$ cat src/smc_pkg.sv
`default_nettype none
package static_mem_pkg;

	localparam int CS_BITS = 3;
	localparam int ADDR_BITS = 26;
	localparam int SETUP_BITS = 6;
	localparam int PULSE_BITS = 7;
	localparam int CYCLE_BITS = 9;
	localparam int CNT_BITS = 10;
	localparam int SYNC_STAGES = 2;

	// Wait mode encodings
	localparam logic [1:0] WAIT_OFF = 2'h0;
	localparam logic [1:0] WAIT_FROZEN = 2'h2;
	localparam logic [1:0] WAIT_READY = 2'h3;

	// Page size encodings
	localparam logic [1:0] PAGE_4 = 2'h0;
	localparam logic [1:0] PAGE_8 = 2'h1;
	localparam logic [1:0] PAGE_16 = 2'h2;
	localparam logic [1:0] PAGE_32 = 2'h3;

	// Data bus width encodings
	localparam logic [1:0] DBW_8 = 2'h0;
	localparam logic [1:0] DBW_16 = 2'h1;
	localparam logic [1:0] DBW_32 = 2'h2;

	// Slow clock fixed waveforms
	localparam logic [CNT_BITS-1:0] SLOW_STB_SETUP = 10'h001;
	localparam logic [CNT_BITS-1:0] SLOW_STB_PULSE = 10'h001;
	localparam logic [CNT_BITS-1:0] SLOW_CS_SETUP = 10'h000;
	localparam logic [CNT_BITS-1:0] SLOW_RD_CS_PULSE = 10'h002;
	localparam logic [CNT_BITS-1:0] SLOW_RD_CYCLE = 10'h002;
	localparam logic [CNT_BITS-1:0] SLOW_WR_CS_PULSE = 10'h003;
	localparam logic [CNT_BITS-1:0] SLOW_WR_CYCLE = 10'h003;

	// Reset values
	localparam logic SYNC_RESET_LEVEL = 1'b1;
	localparam logic [CNT_BITS-1:0] CNT_RESET = 10'h000;

	typedef struct packed {
		logic [SETUP_BITS-1:0] cs_rd_setup;
		logic [SETUP_BITS-1:0] rd_strobe_setup;
		logic [SETUP_BITS-1:0] cs_wr_setup;
		logic [SETUP_BITS-1:0] wr_strobe_setup;
		logic [PULSE_BITS-1:0] cs_rd_pulse;
		logic [PULSE_BITS-1:0] rd_strobe_pulse;
		logic [PULSE_BITS-1:0] cs_wr_pulse;
		logic [PULSE_BITS-1:0] wr_strobe_pulse;
		logic [CYCLE_BITS-1:0] rd_cycle_len;
		logic [CYCLE_BITS-1:0] wr_cycle_len;
		logic read_mode;
		logic write_mode;
		logic [1:0] wait_mode_sel;
		logic byte_access_type;
		logic [1:0] bus_width;
		logic page_mode_en;
		logic [1:0] page_size_sel;
	} cs_cfg_s;

	typedef struct packed {
		logic valid;
		logic write;
		logic [CS_BITS-1:0] cs;
		logic [ADDR_BITS-1:0] addr;
	} acc_req_s;

	typedef struct packed {
		logic chip_sel_n;
		logic read_strobe_n;
		logic write_strobe_n;
	} mem_ctl_s;

	typedef enum logic [2:0] {
		ST_IDLE = 3'b000,
		ST_RUN = 3'b001,
		ST_PAGE = 3'b010,
		ST_RELOAD = 3'b011,
		ST_READY_HOLD = 3'b100
	} acc_state_e;

	function automatic logic [CNT_BITS-1:0] setup_len(input logic [SETUP_BITS-1:0] v);
		setup_len = v[5] ? (10'h080 + {5'h00, v[4:0]}) : {5'h00, v[4:0]};
	endfunction

	function automatic logic [CNT_BITS-1:0] pulse_len(input logic [PULSE_BITS-1:0] v);
		pulse_len = v[6] ? (10'h100 + {4'h0, v[5:0]}) : {4'h0, v[5:0]};
	endfunction

	function automatic logic [CNT_BITS-1:0] cycle_len(input logic [CYCLE_BITS-1:0] v);
		cycle_len = {v[8:7], 8'h00} + {3'h0, v[6:0]};
	endfunction

endpackage
`default_nettype wire

$ cat src/static_mem_wait_slow_page.sv
// Functional notes
// Wait mode 10 frozen, 11 ready, 00 ignores the wait input.
// Wait applies to the controlling strobe chosen by read and write modes.
// Software must program hold cycles when waiting; no wait with page or slow mode.
// Wait input is sampled only during the controlling strobe pulse phase.
// Frozen mode: asserted wait freezes counters and holds every control output.
// Frozen mode: on release, resume from frozen counter state and finish.
// Ready mode: test wait in last pulse cycle; stall, then run hold.
// Ready mode: wait released before pulse end or raised after never lengthens.
// Two-cycle wait synchronizer; software programs pulse of latency plus three.
// Slow clock indication overrides programmed timings on all chip selects.
// Slow read 1/1/0/2/2, slow write 1/1/0/3/3 cycles.
// Transfer in progress when slow mode ends finishes with slow timings.
// Entering or leaving slow mode inserts a reload cycle after current transfer.
// Page reads only with page mode enabled; page size 4, 8, 16, 32 bytes.
// Pages size-aligned; address bits 25 down to above size identify page.
// In-page offset ignores bit 0 for 16-bit, bits 1:0 for 32-bit.
// Page mode: read strobe and chip select low with identical timing.
// First page access uses chip-select pulse, later accesses strobe pulse.
// Byte access type stays in effect in page mode; software sets zero.
// Software must not combine wait input with page mode.
// Same chip select and page as previous access is in-page, short time.
// Different page, chip select, or intervening access starts long page access.
// Wait synchronizer resets deasserted so nothing stalls after reset.
`default_nettype none
module static_mem_wait_slow_page (
	// Clock and reset
	input wire logic CORE_CLK,
	input wire logic RSTN,
	// Access request from the internal master
	input wire static_mem_pkg::acc_req_s REQ,
	input wire static_mem_pkg::cs_cfg_s CFG,
	output logic REQ_READY,
	output logic ACC_DONE,
	// Power management
	input wire logic SLOW_CLK_MODE,
	// External memory
	input wire logic EXT_WAIT_N,
	output var static_mem_pkg::mem_ctl_s MEM_CTL,
	output logic [static_mem_pkg::ADDR_BITS-1:0] MEM_ADDR,
	output logic BYTE_SEL_MODE,
	output logic PAGE_HIT
);
	import static_mem_pkg::*;

	////////////////////////////////////////////////////////////////////////////////
	// Page decode

	function automatic logic [ADDR_BITS-1:0] page_mask(input logic [1:0] ps);
		logic [ADDR_BITS-1:0] m;
		m = '1;
		unique case (ps)
			PAGE_4: m[1:0] = 2'h0;
			PAGE_8: m[2:0] = 3'h0;
			PAGE_16: m[3:0] = 4'h0;
			PAGE_32: m[4:0] = 5'h00;
		endcase
		page_mask = m;
	endfunction

	////////////////////////////////////////////////////////////////////////////////
	// State

	typedef struct packed {
		acc_state_e st;
		logic write;
		logic [CS_BITS-1:0] cs;
		logic [ADDR_BITS-1:0] addr;
		logic [CNT_BITS-1:0] cnt;
		logic [CNT_BITS-1:0] stb_on;
		logic [CNT_BITS-1:0] stb_off;
		logic [CNT_BITS-1:0] cs_on;
		logic [CNT_BITS-1:0] cs_off;
		logic [CNT_BITS-1:0] total;
		logic [1:0] wmode;
		logic ctl_by_strobe;
		logic slow_xfer;
		logic slow_seen;
		logic page_open;
		logic [CS_BITS-1:0] page_cs;
		logic [ADDR_BITS-1:0] page_addr;
		logic req_ready;
		logic done;
		logic hit;
		logic byte_mode;
		mem_ctl_s ctl;
	} ctrl_s;

	////////////////////////////////////////////////////////////////////////////////
	// Waveform decode

	// True while on <= n < off
	function automatic logic in_span(input logic [CNT_BITS-1:0] n,
		input logic [CNT_BITS-1:0] on, input logic [CNT_BITS-1:0] off);
		in_span = (n >= on) && (n < off);
	endfunction

	// Control levels for cycle index n of a running access; index 0 is the
	// second cycle after the take, so a zero setup still leaves the line high for one cycle
	function automatic mem_ctl_s wave_at(input ctrl_s s, input logic [CNT_BITS-1:0] n);
		mem_ctl_s c;
		c.chip_sel_n = !in_span(n, s.cs_on, s.cs_off);
		c.read_strobe_n = s.write || !in_span(n, s.stb_on, s.stb_off);
		c.write_strobe_n = !s.write || !in_span(n, s.stb_on, s.stb_off);
		wave_at = c;
	endfunction

	ctrl_s state;
	ctrl_s next_state;
	logic wait_n_sync;

	wait_sync u_wait_sync (
		.clk(CORE_CLK),
		.rst_n(RSTN),
		.wait_n_in(EXT_WAIT_N),
		.wait_n_sync(wait_n_sync)
	);

	////////////////////////////////////////////////////////////////////////////////
	// Next state

	always_comb begin
		logic [CNT_BITS-1:0] cnt_inc;
		logic [CNT_BITS-1:0] cnt_dec;
		logic in_pulse;
		logic last_pulse;
		logic wait_on;
		logic freeze;
		logic page_req;
		logic same_page;
		logic [ADDR_BITS-1:0] pmask;
		logic [ADDR_BITS-1:0] omask;
		cnt_inc = state.cnt + 10'h001;
		cnt_dec = state.cnt - 10'h001;
		in_pulse = 1'b0;
		last_pulse = 1'b0;
		wait_on = 1'b0;
		freeze = 1'b0;
		page_req = 1'b0;
		same_page = 1'b0;
		pmask = page_mask(CFG.page_size_sel);
		omask = '1;
		next_state = state;
		next_state.done = 1'b0;
		unique case (state.st)
			ST_IDLE: begin
				next_state.req_ready = 1'b1;
				next_state.ctl = '{chip_sel_n: 1'b1, read_strobe_n: 1'b1, write_strobe_n: 1'b1};
				if (SLOW_CLK_MODE != state.slow_seen) begin
					next_state.st = ST_RELOAD;
					next_state.req_ready = 1'b0;
					next_state.slow_seen = SLOW_CLK_MODE;
				end else if (REQ.valid && state.req_ready) begin
					next_state.req_ready = 1'b0;
					next_state.write = REQ.write;
					next_state.cs = REQ.cs;
					next_state.addr = REQ.addr;
					next_state.cnt = CNT_RESET;
					next_state.byte_mode = CFG.byte_access_type;
					next_state.slow_xfer = SLOW_CLK_MODE;
					page_req = CFG.page_mode_en && !REQ.write && !SLOW_CLK_MODE;
					if (CFG.bus_width == DBW_16) begin
						omask[0] = 1'b0;
					end else if (CFG.bus_width == DBW_32) begin
						omask[1:0] = 2'h0;
					end
					same_page = state.page_open && (state.page_cs == REQ.cs)
						&& ((state.page_addr & pmask) == (REQ.addr & pmask));
					next_state.hit = page_req && same_page;
					if (SLOW_CLK_MODE) begin
						next_state.wmode = WAIT_OFF;
						next_state.ctl_by_strobe = 1'b1;
						next_state.stb_on = SLOW_STB_SETUP;
						next_state.stb_off = SLOW_STB_SETUP + SLOW_STB_PULSE;
						next_state.cs_on = SLOW_CS_SETUP;
						next_state.cs_off = REQ.write ? SLOW_WR_CS_PULSE : SLOW_RD_CS_PULSE;
						next_state.total = REQ.write ? SLOW_WR_CYCLE : SLOW_RD_CYCLE;
						next_state.page_open = 1'b0;
						next_state.st = ST_RUN;
					end else if (page_req) begin
						next_state.wmode = WAIT_OFF;
						next_state.total = same_page ? pulse_len(CFG.rd_strobe_pulse)
							: pulse_len(CFG.cs_rd_pulse);
						next_state.addr = same_page ? (REQ.addr & omask) : REQ.addr;
						next_state.page_open = 1'b1;
						next_state.page_cs = REQ.cs;
						next_state.page_addr = REQ.addr;
						next_state.ctl = '{chip_sel_n: 1'b0, read_strobe_n: 1'b0,
							write_strobe_n: 1'b1};
						next_state.st = ST_PAGE;
					end else begin
						next_state.page_open = 1'b0;
						next_state.wmode = CFG.wait_mode_sel;
						if (REQ.write) begin
							next_state.ctl_by_strobe = CFG.write_mode;
							next_state.stb_on = setup_len(CFG.wr_strobe_setup);
							next_state.stb_off = setup_len(CFG.wr_strobe_setup)
								+ pulse_len(CFG.wr_strobe_pulse);
							next_state.cs_on = setup_len(CFG.cs_wr_setup);
							next_state.cs_off = setup_len(CFG.cs_wr_setup)
								+ pulse_len(CFG.cs_wr_pulse);
							next_state.total = cycle_len(CFG.wr_cycle_len);
						end else begin
							next_state.ctl_by_strobe = CFG.read_mode;
							next_state.stb_on = setup_len(CFG.rd_strobe_setup);
							next_state.stb_off = setup_len(CFG.rd_strobe_setup)
								+ pulse_len(CFG.rd_strobe_pulse);
							next_state.cs_on = setup_len(CFG.cs_rd_setup);
							next_state.cs_off = setup_len(CFG.cs_rd_setup)
								+ pulse_len(CFG.cs_rd_pulse);
							next_state.total = cycle_len(CFG.rd_cycle_len);
						end
						next_state.st = ST_RUN;
					end
				end else if (REQ.valid == 1'b0 && state.page_open) begin
					next_state.page_open = state.page_open;
				end
			end
			ST_RUN: begin
				// The counter runs one ahead of the waveform index shown on the pins
				if (state.ctl_by_strobe) begin
					in_pulse = in_span(cnt_dec, state.stb_on, state.stb_off);
					last_pulse = (state.cnt == state.stb_off);
				end else begin
					in_pulse = in_span(cnt_dec, state.cs_on, state.cs_off);
					last_pulse = (state.cnt == state.cs_off);
				end
				wait_on = !wait_n_sync && (state.wmode != WAIT_OFF) && in_pulse;
				if (state.wmode == WAIT_FROZEN) begin
					freeze = wait_on;
				end else if (state.wmode == WAIT_READY) begin
					freeze = wait_on && last_pulse;
				end
				if (freeze) begin
					next_state.cnt = state.cnt;
					next_state.ctl = state.ctl;
					if (state.wmode == WAIT_READY) begin
						next_state.st = ST_READY_HOLD;
					end
				end else begin
					next_state.cnt = cnt_inc;
					next_state.ctl = wave_at(state, state.cnt);
					// Last index shown is total-1; the access ends after it
					if (state.cnt >= state.total) begin
						next_state.st = ST_IDLE;
						next_state.done = 1'b1;
						next_state.ctl = '{chip_sel_n: 1'b1, read_strobe_n: 1'b1,
							write_strobe_n: 1'b1};
					end
				end
			end
			ST_READY_HOLD: begin
				if (wait_n_sync) begin
					next_state.cnt = cnt_inc;
					next_state.st = ST_RUN;
					// Hold phase resumes from the index after the stalled pulse cycle
					next_state.ctl = wave_at(state, state.cnt);
				end
			end
			ST_PAGE: begin
				next_state.cnt = cnt_inc;
				if (cnt_inc >= state.total) begin
					next_state.done = 1'b1;
					next_state.st = ST_IDLE;
					next_state.ctl = '{chip_sel_n: 1'b1, read_strobe_n: 1'b1,
						write_strobe_n: 1'b1};
				end
			end
			ST_RELOAD: begin
				next_state.st = ST_IDLE;
				next_state.page_open = 1'b0;
			end
			default: begin
				next_state.st = ST_IDLE;
			end
		endcase
	end

	////////////////////////////////////////////////////////////////////////////////
	// Registers

	always_ff @(posedge CORE_CLK) begin
		if (!RSTN) begin
			state <= '0;
			state.st <= ST_IDLE;
			state.ctl <= '{chip_sel_n: 1'b1, read_strobe_n: 1'b1, write_strobe_n: 1'b1};
		end else begin
			state <= next_state;
		end
	end

	////////////////////////////////////////////////////////////////////////////////
	// Outputs

	assign REQ_READY = state.req_ready;
	assign ACC_DONE = state.done;
	assign MEM_CTL = state.ctl;
	assign MEM_ADDR = state.addr;
	assign BYTE_SEL_MODE = state.byte_mode;
	assign PAGE_HIT = state.hit;
endmodule // static_mem_wait_slow_page
`default_nettype wire

$ cat src/wait_sync.sv
`default_nettype none
module wait_sync (
	// Clock and reset
	input wire logic clk,
	input wire logic rst_n,
	// Raw and synchronized wait
	input wire logic wait_n_in,
	output logic wait_n_sync
);
	import static_mem_pkg::*;

	typedef struct packed {
		logic [SYNC_STAGES-1:0] stage;
	} sync_s;

	sync_s state;
	sync_s next_state;

	always_comb begin
		next_state = state;
		next_state.stage = {state.stage[0], wait_n_in};
	end

	always_ff @(posedge clk) begin
		if (!rst_n) begin
			state.stage <= {SYNC_STAGES{SYNC_RESET_LEVEL}};
		end else begin
			state <= next_state;
		end
	end

	assign wait_n_sync = state.stage[SYNC_STAGES-1];
endmodule // wait_sync
`default_nettype wire

$ cat config.mk
export PLATFORM = sky130hd
export DESIGN_NAME = static_mem_wait_slow_page
export DESIGN_NICKNAME = d
export VERILOG_FILES = /design/src/smc_pkg.sv /design/src/static_mem_wait_slow_page.sv /design/src/wait_sync.sv
export SDC_FILE = /design/constraint.sdc
export NUM_CORES = 1
export LEC_CHECK = 0
export BUFFER_PORTS_ARGS = -buffer_cell sky130_fd_sc_hd__buf_4
export CAP_MARGIN = 40
export CORE_ASPECT_RATIO = 2
export CORE_MARGIN = 1
export CORE_UTILIZATION = 29
export DETAILED_ROUTE_END_ITERATION = 10
export PLACE_DENSITY = 0.47
export SETUP_SLACK_MARGIN = 0.15
export SYNTH_ARGS = -nofsm -noshare
export SYNTH_HDL_FRONTEND = slang
export SYNTH_SLANG_ARGS = --single-unit
$ cat constraint.sdc
create_clock -name CORE_CLK -period 5.8 [get_ports CORE_CLK]
set_input_delay 1.16 -clock CORE_CLK [delete_from_list [all_inputs] [get_ports CORE_CLK]]
set_output_delay 1.16 -clock CORE_CLK [all_outputs]
set_load 0.01 [all_outputs]
# Yosys cells after proc, flatten, opt, wreduce, memory -nomap -nowiden
# Index checks and enable logic that the tools add are counted.
[classes]
shifts = 0
n_eq_ne = 25
n_lt_le_gt_ge = 10
muxes = 75
bitwise_logic = 5
multipliers = 0
div_mod_pow = 0
n_reduce_logical = 37
n_addsub = 16
[ops]
columns = ["operator", "n"]
rows = [
  ["2-to-1 mux 97 bit", 1],
  ["bitwise AND 26 bit", 3],
  ["2-to-1 mux 26 bit", 3],
  ["2-to-1 mux 10 bit", 7],
  ["2-to-1 mux 64 bit", 1],
  [">= comparator 10 bit", 6],
  ["2-to-1 mux 30 bit", 2],
  ["2-to-1 mux 29 bit", 2],
  ["2-to-1 mux 53 bit", 1],
  ["2-to-1 mux 49 bit", 1],
  ["2-to-1 mux 3 bit", 14],
  ["adder 9 x 10 -> 10 bit", 4],
  ["adder 9 x 6 -> 10 bit (first input constant)", 4],
  ["< comparator 10 bit", 4],
  ["2-to-1 mux 40 bit", 1],
  ["case mux 10 bit (4 select lines)", 1],
  ["adder 8 x 5 -> 9 bit (first input constant)", 4],
  ["2-to-1 mux 9 bit", 4],
  ["2-to-1 mux 1 bit", 28],
  ["equality test 26 bit", 1],
  ["case mux 3 bit (4 select lines)", 2],
  ["adder 10 x 7 -> 10 bit", 2],
  ["equality test 10 bit", 2],
  ["AND reduction 5 bit", 3],
  ["other kinds (29)", 67],
]
[word_totals]
n_memories = 0
latchBits = 0
register_bits = 137
ramBits = 0
rom_bits = 0
out_inout_bits = 33

# Longest topological paths before layout
# Gate-level depths: netlist (run 1).
[logic_depth]
depth_word = 13
ltp_mapped = 15
mapped_depth_nobuf = 14

# Cells and area by module
# A second synthesis (run 1) with hierarchy kept.
[hier_totals]
hier_cells = 1030
area_unflattened_um2 = 8590.7
[modules_own_cells]
columns = ["mod", "seq_area_each_um2", "area_per_inst_um2", "cells_per_inst", "n_inst"]
rows = [
  ["static_mem_wait_slow_page", 2322.2, 8538.2, 1026, 1],
  ["wait_sync", 40.0, 52.6, 4, 1],
]

# Least setup slack after synthesis (run 1)
# No wires, ideal clock.
[synth_path]
path_kind = "reg2reg"
from = "register state[94] (netlist bit)"
to = "register state[132] (netlist bit)"
path_buffers = 1
arrival_time_ps = 3281
path_stages_with_launch = 13
period_less_slack_ps = 3415
path_slack_ps = 2385
required_ps = 5666
path_cell_list = "dfxtp_1 > clkbuf_1 > and3_1 > and3_1 > nand3_1 > xnor2_1 > ha_1 > or4b_2 > o2111ai_1 > nand2_1 > or4b_2 > o311ai_0 > a211oi_1"
[synth_via]
elab_chain_cells = 12
word_cells_on_any_way = 27
cone_classes = "add/sub: 2; order compare: 6; eq/ne: 5; mux: 9; reduce/logical: 5"
[synth_lines]
columns = ["element", "line_no", "text"]
rows = [
  ["from (decl)", "static_mem_wait_slow_page.sv:108", "ctrl_s state;"],
  ["from (signal assigned)", "static_mem_wait_slow_page.sv:288", "state <= next_state;"],
  ["subtractor 10 x 1 -> 10 bit", "static_mem_wait_slow_page.sv:134", "cnt_dec = state.cnt - 10'h001;"],
  [">= comparator 10 bit or < comparator 10 bit (tied branches)", "static_mem_wait_slow_page.sv:95", "in_span = (n >= on) && (n < off);"],
  ["logical AND 1 bit", "static_mem_wait_slow_page.sv:95", ""],
  ["2-to-1 mux 1 bit", "static_mem_wait_slow_page.sv:221", "if (state.ctl_by_strobe) begin"],
  ["2-to-1 mux 1 bit", "static_mem_wait_slow_page.sv:145", "unique case (state.st)"],
  ["logical AND 1 bit", "static_mem_wait_slow_page.sv:228", "wait_on = !wait_n_sync && (state.wmode != WAIT_OFF) && in_pulse;"],
  ["logical AND 1 bit", "static_mem_wait_slow_page.sv:232", "freeze = wait_on && last_pulse;"],
  ["2-to-1 mux 1 bit", "static_mem_wait_slow_page.sv:231", "end else if (state.wmode == WAIT_READY) begin"],
  ["2-to-1 mux 1 bit", "static_mem_wait_slow_page.sv:229", "if (state.wmode == WAIT_FROZEN) begin"],
  ["2-to-1 mux 1 bit", "static_mem_wait_slow_page.sv:145", ""],
  ["!= test 3 bit (no source line) or 2-to-1 mux 3 bit (tied branches)", "-", ""],
  ["AND reduction 5 bit (no source line) or case mux 3 bit (4 select lines) (tied branches)", "-", ""],
]
# Parallel ways exist; a longest one is shown, timed or not. The select of a mux whose other input is x is not followed.
# A chain may end at the register's enable or synchronous reset.

# Worst setup path after layout (run 1)
[layout_path]
from = "register state[92] (netlist bit)"
to = "register state[92] (netlist bit)"
[layout_via]
elab_chain_cells = 12
word_cells_on_any_way = 24
cone_classes = "add/sub: 2; order compare: 4; eq/ne: 3; mux: 10; reduce/logical: 5"
[layout_lines]
columns = ["element", "line_no"]
rows = [
  ["subtractor 10 x 1 -> 10 bit", "static_mem_wait_slow_page.sv:134"],
  [">= comparator 10 bit or < comparator 10 bit (tied branches)", "static_mem_wait_slow_page.sv:95"],
  ["logical AND 1 bit", "static_mem_wait_slow_page.sv:95"],
  ["2-to-1 mux 1 bit", "static_mem_wait_slow_page.sv:221"],
  ["2-to-1 mux 1 bit", "static_mem_wait_slow_page.sv:145"],
  ["logical AND 1 bit", "static_mem_wait_slow_page.sv:228"],
  ["logical AND 1 bit", "static_mem_wait_slow_page.sv:232"],
  ["2-to-1 mux 1 bit", "static_mem_wait_slow_page.sv:231"],
  ["2-to-1 mux 1 bit", "static_mem_wait_slow_page.sv:229"],
  ["2-to-1 mux 1 bit", "static_mem_wait_slow_page.sv:145"],
  ["!= test 2 bit (no source line)", "-"],
  ["AND reduction 5 bit (no source line)", "-"],
]
# Parallel ways exist; a longest one is shown, timed or not. The select of a mux whose other input is x is not followed.

==> results of run 1 <==
[metal layers]
| metal | wire length, µm | vias to the layer above | share of wire [%] |
|---|---|---|---|
| met3 | 829 | 88 | 2.9 |
| li1 | - | 3834 | - |
| met2 | 16600 | 172 | 58 |
| met1 | 9270 | 3567 | 33 |
| met5 | 0 | - | 0 |
| met4 | 1710 | 0 | 6.0 |
[cells in the mapped netlist, drive strengths merged, types with 16 or more instances]
library cell,n
a21o,16
a21oi,121
buf,37
clkbuf,43
dfxtp,118
ha,98
inv,68
mux2i,32
nand2,153
nor2,85
nor3,24
o21ai,28
xnor2,43
[kinds of logic after synthesis]
kind of cell / Yosys count / share of synthesized area (%)
compound gates: 250 / 19.0
xor+xnor: 57 / 5.98
fa+ha+maj: 102 / 15.6
buf+inv: 148 / 8.13
flops: 118 / 28.3
mux: 36 / 4.37
simple gates: 342 / 18.6
[registers in the layout, indices dropped and copies added (netlist names)]
signal / cells
state: 83
MEM_ADDR: 26
MEM_CTL: 3
u_wait_sync.state: 2
ACC_DONE: 1
BYTE_SEL_MODE: 1
PAGE_HIT: 1
REQ_READY: 1
[final timing paths]
kind / startpoint / end / slack, ns / cells after the start
setup / recovery: state[92] / state[92] / 1.63 / 14
hold / removal: u_wait_sync.state[0] / u_wait_sync.state[1] / 0.42 / 1
setup reg to reg: state[92] / state[92] / 1.63 / 14
hold reg to reg: u_wait_sync.state[0] / u_wait_sync.state[1] / 0.42 / 1
[worst max-delay path, stage by stage, from the launching register on]
cell       delay, ns
dfxtp_1         0.45
inv_1           0.28
ha_1            0.26
or4b_4          0.53
nor4_4          0.26
xor2_1          0.17
ha_1            0.23
nand2b_1        0.17
nor2_1          0.10
o2111ai_1       0.11
a2bb2oi_1       0.28
a2bb2oi_4       0.12
o21ai_2         0.53
a21oi_2         0.24
a31o_2          0.31
[metrics by stage]
stage                     cell area (µm²)  setup slack, ns  cells
final                               10200             1.63   1517
after global routing                10200             1.22   1517
after CTS                           10200             1.61   1517
after detailed placement             9570             1.63   1485
after global placement               9540             1.71   1483
after floorplan                      8350             2.38   1053
[power groups by stage]
| stage | clock, W | sequential, W | combinational, W |
|---|---|---|---|
| 2_1_floorplan | 0 | 0.000869 | 0.000392 |
| 3_3_place_gp | 0 | 0.000882 | 0.000600 |
| 3_5_place_dp | 0 | 0.000883 | 0.000604 |
| 4_1_cts | 0.00119 | 0.000865 | 0.000608 |
| 5_1_grt | 0.00123 | 0.000868 | 0.000671 |
| 6_report | 0.00117 | 0.000865 | 0.000601 |
[layout make-up]
type | count | share of cell area [%]
multi-input cells | 787 | 52.1
flip-flops and latches | 118 | 23.1
repair buffers | 156 | 11.6
well taps | 356 | 4.36
clock buffers | 17 | 4.17
inverters | 68 | 2.51
clock inverters | 15 | 2.12
==> impl_metrics.ini, run 1 <==
[global_route]
grtUsageMet1_pct = 17.0
met2_usage_pct = 40.0
overflow = 0
grt_pass1_vias = 7841
grt_use_total_pct = 19.9
grtUsageMet3_pct = 3.34
grt_max_degree = 52
grt_pass1_wl_um = 43300
antenna_found_initial = 0
gr-max-usage-layer = met2

[routing]
first_pass_iters = 8
wl_um = 28400
drt-initial-drc-count = 307
wl_per_cell_um = 18.7
vias = 7661
drc = 0
vias_per_cell = 5.05
ant_nets = 0

[critical_path]
critPathCaptureType = flip-flop
startpoint_type = flip-flop
required_ns = 6.13
worstSetupPathType = flip-flop to flip-flop
cp.arrival_ns = 4.50
cp_max_fo = 14

[power_and_ir_drop]
power_frac_clock_pct = 44.4
p_per_area_mw_per_mm2 = 258
p_sw_w = 0.000816
p_leak_nw = 4.24
p_int_w = 0.00182
ir_drop_mv = 0.219
switching_share_pct = 31.0
combPwrFrac_pct = 22.8
power.total_w = 0.00263
power_frac_seq_pct = 32.8

[timing]
min_period_ns = 4.17
fmax_mhz = 240
hold_viol_final = 0
fin_crit_sh_pct = 71.9
max_slew_margin_pct = 42.7
drv_slew = 0
worstMarginPinSlew_ns = 0.853
fin_tns_setup_ns = 0
rsz0062_at_grt = no
hold_slack_ns = 0.424
clock-skew-final_ns = 0.00751
setup_violations = 0

[yosys]
synth.top_cell.area_share_pct = 28.3
yosysWarnings = 0
ys_top_cells_by_area = dfxtp_1, ha_1, a21oi_1
yosys.area.top_type = dfxtp_1
ys_seq_area_share_pct = 28.3
netlist_area_mm2 = 0.00835
ys_seq_elements = 118
avgSynthCellArea_um2 = 7.93
syn_inst = 1053
synth_fp_nets = 1270
async_reset_ff_share_pct = 0
yosys.cell_types.count = 61
synth_edf_count = 0
ys.flop_type = dfxtp_1

[floorplanning]
initial_utilization_pct = 29.5
dieArea_mm2 = 0.0295
coreArea_mm2 = 0.0283
die_w_um = 122
io_pins = 148
dieHeight_um = 242
rows = 87

[clocking]
clk_latency_ns = 0.44
clk_path_buf_depth = 2
cts_root_buffer = clkbuf_16
path_clk_slew_ns = 0.06
clock_sinks = 118
cts_hold_buf = 0
tritoncts = yes
post-cts-setup-buffers = 0
cts_resized = 0
htree_levels = 4
cts_made_buffers = 17

[finish]
final_common_cell = buf_4
register_area_mm2 = 0.00236
fillers = 3023
diodes = 0
utilization_pct = 36.1
nNetsFinal = 1365
drive_above_1_share_pct = 17.7
multi_input_area_mm2 = 0.00532
most-common-layout-cells = buf_4, nand2_1, a21oi_1
area_delta_synth_final_pct = 22.2

[outcome]
status = finished clean

[placed_design]
routabilityCongestion = 0.863
portBuffers = 147
dpl.hpwl_um = 22600

[min_path]
hp-class = flip-flop to flip-flop

[run]
drv_cap = 0
No activity file was read; power rests on OpenSTA's default activity.
==> run 2: changes to the inputs <==
--- a/config.mk
+++ b/config.mk
@@ -5,6 +5,7 @@
 export SDC_FILE = /design/constraint.sdc
 export NUM_CORES = 1
 export LEC_CHECK = 0
+export ABC_AREA = 1
 export BUFFER_PORTS_ARGS = -buffer_cell sky130_fd_sc_hd__buf_4
 export CAP_MARGIN = 40
 export CORE_ASPECT_RATIO = 2
==> constraint.sdc (replaced) <==
create_clock -name CORE_CLK -period 3.9 [get_ports CORE_CLK]
set_input_delay 0.78 -clock CORE_CLK [delete_from_list [all_inputs] [get_ports CORE_CLK]]
set_output_delay 0.78 -clock CORE_CLK [all_outputs]
set_load 0.01 [all_outputs]
==> run 2 against run 1 <==
  * Routed wire length increased by 16%
  * Utilization decreased by 0.11 points
  * Register-to-register slack got worse by 1.0 ns
  * Critical endpoint is now state[96]
==> impl_metrics.ini, run 2 <==
[finish]
diodes = 0
largest_reg_flops = 83
final_cells = 1763
final_common_cell = nand2_1
drive_above_1_share_pct = 17.4
top_register = state
nNetsFinal = 1603
utilization_pct = 36.0
area_delta_synth_final_pct = 21.3
most-common-layout-cells = nand2_1, inv_1, buf_4

[clocking]
clk_path_buf_depth = 2
path_clk_slew_ns = 0.07
cts_root_buffer = clkbuf_16
cts_resized = 0
clock_sinks = 118
clk_latency_ns = 0.43
cts_made_buffers = 17
post-cts-setup-buffers = 0
cts_hold_buf = 0
htree_levels = 4
tritoncts = yes

[floorplanning]
dieArea_mm2 = 0.0310
die_w_um = 125
rows = 89
coreArea_mm2 = 0.0296
initial_utilization_pct = 29.6
dieHeight_um = 248
io_pins = 148

[global_route]
grt_pass1_vias = 8683
overflow = 0
grt_use_total_pct = 21.5
antenna_found_initial = 0
grt_max_degree = 74
grt_pass1_wl_um = 49200

[critical_path]
timing.rr.end = state[96]
r2r_cells = 19
cp-startpoint = state[92]
cp.arrival_ns = 3.61
worstSetupPathType = flip-flop to flip-flop
required_ns = 4.23
cp_max_fo = 14
reg2reg_from = state[92]
r2r_slack_ns = 0.61
startpoint_type = flip-flop
critPathCaptureType = flip-flop

[placed_design]
dpl.hpwl_um = 26800
placedCellCount = 1731
place_ws_ns = 0.575
portBuffers = 147
routabilityCongestion = 0.934

[yosys]
ys_seq_area_share_pct = 26.9
yosys.cell_types.count = 48
synth_fp_nets = 1494
synth_edf_count = 0
ys_seq_elements = 118
ys_top_cells_by_area = dfxtp_1, ha_1, nand2_1
syn_inst = 1277
ys.flop_type = dfxtp_1
avgSynthCellArea_um2 = 6.88
yosys.area.top_type = dfxtp_1
ys_top_cells_by_count = nand2_1, inv_1, nor2_1, dfxtp_1, a21oi_1
async_reset_ff_share_pct = 0
netlist_area_mm2 = 0.00878
yosysWarnings = 0
post-synth-top-count-cell = nand2_1
synth.top_cell.area_share_pct = 26.9

[timing]
fmax_mhz = 304
drv_slew = 0
clock-skew-final_ns = 0.00762
fin_tns_setup_ns = 0
setup_violations = 0
min_period_ns = 3.29
rsz0062_at_grt = no
max_slew_margin_pct = 46.9
hold_viol_final = 0
fin_crit_sh_pct = 84.3
worstMarginPinSlew_ns = 0.796
fin_ws_ns = 0.611

[run]
drv_cap = 0

[outcome]
status = finished clean

[power_and_ir_drop]
switching_share_pct = 44.9
power_frac_clock_pct = 25.7
ir_drop_mv = 0.299
power_frac_seq_pct = 24.2
p_int_w = 0.00345
p_per_area_mw_per_mm2 = 588
p_leak_nw = 4.93
p_sw_w = 0.00281
combPwrFrac_pct = 50.1

[routing]
drt-initial-drc-count = 292
wl_per_cell_um = 18.7
drc = 0
vias = 8672
wl_um = 32900
vias_per_cell = 4.92
ant_nets = 0
first_pass_iters = 7

[min_path]
hp-class = flip-flop to flip-flop
min_from = u_wait_sync.state[0]
whs_endpoint = u_wait_sync.state[1]
hold_depth = 1
[run 2: worst max-delay path by stage]
stage               slack [ns]          to  depth (start not counted)
finish                    0.61   state[96]                         19
global route              0.23  MEM_CTL[1]                         20
CTS                       0.57   state[96]                         19
detailed placement        0.58   state[96]                         19
global placement          0.67   state[92]                         19
floorplan                 1.11  state[100]                         19
[run 2: kinds of logic after synthesis]
kind of cell    count (synthesis)  share of synthesized area (%)
simple gates                  516                           25.7
fa+ha+maj                     102                           14.9
buf+inv                       249                           12.3
compound gates                264                           17.4
mux                             4                          0.456
flops                         118                           26.9
xor+xnor                       24                           2.39
[run 2: routing by layer]
layer / vias to the layer above / global-route usage, % / share of wire (%)
li1: 4415 / - / -
met1: 3966 / 19.3 / 33
met2: 223 / 44.1 / 57
met3: 68 / 2.96 / 3.8
met4: 0 / 13.8 / 5.5
met5: - / 0 / 0
[run 2: area by class of cell]
class | count | area [µm²]
fillers | 3272 | 19000
multi-input cells | 910 | 5350
flip-flops and latches | 118 | 2360
repair buffers | 163 | 1240
inverters | 176 | 661
well taps | 364 | 455
clock buffers | 17 | 425
clock inverters | 15 | 160
[run 2: power groups by stage]
| stage | clock network [W] | logic [W] | registers, W |
|---|---|---|---|
| 6_report | 0.00161 | 0.00314 | 0.00152 |
| 5_1_grt | 0.00169 | 0.00356 | 0.00154 |
| 4_1_cts | 0.00164 | 0.00317 | 0.00152 |
| 3_5_place_dp | 0 | 0.00315 | 0.00154 |
| 3_3_place_gp | 0 | 0.00314 | 0.00154 |
| 2_1_floorplan | 0 | 0.00228 | 0.00145 |
[run 2: through the flow]
stage / hold WS [ns] / cell area, µm² / power [W]
2_1_floorplan: 0.393 / 8780 / 0.00373
3_3_place_gp: 0.395 / 10000 / 0.00468
3_5_place_dp: 0.404 / 10100 / 0.00469
4_1_cts: 0.417 / 10700 / 0.00633
5_1_grt: 0.427 / 10700 / 0.00679
6_report: 0.414 / 10700 / 0.00626
[run 2: critical path, stage by stage, from the launching register on]
cell and delay [ns]:
dfxtp_1 0.52, inv_1 0.28, ha_1 0.33, nand2_2 0.10, xor2_1 0.33, ha_1 0.30, nand2_1 0.07, inv_1 0.03
nand2_1 0.05, nand2_1 0.06, nand2_1 0.06, nand2_1 0.06, a21oi_2 0.13, nand2_2 0.08, a21oi_4 0.20, nand3_4 0.17
nand3_4 0.21, nand2_1 0.08, nand2_1 0.06, nor2_1 0.05
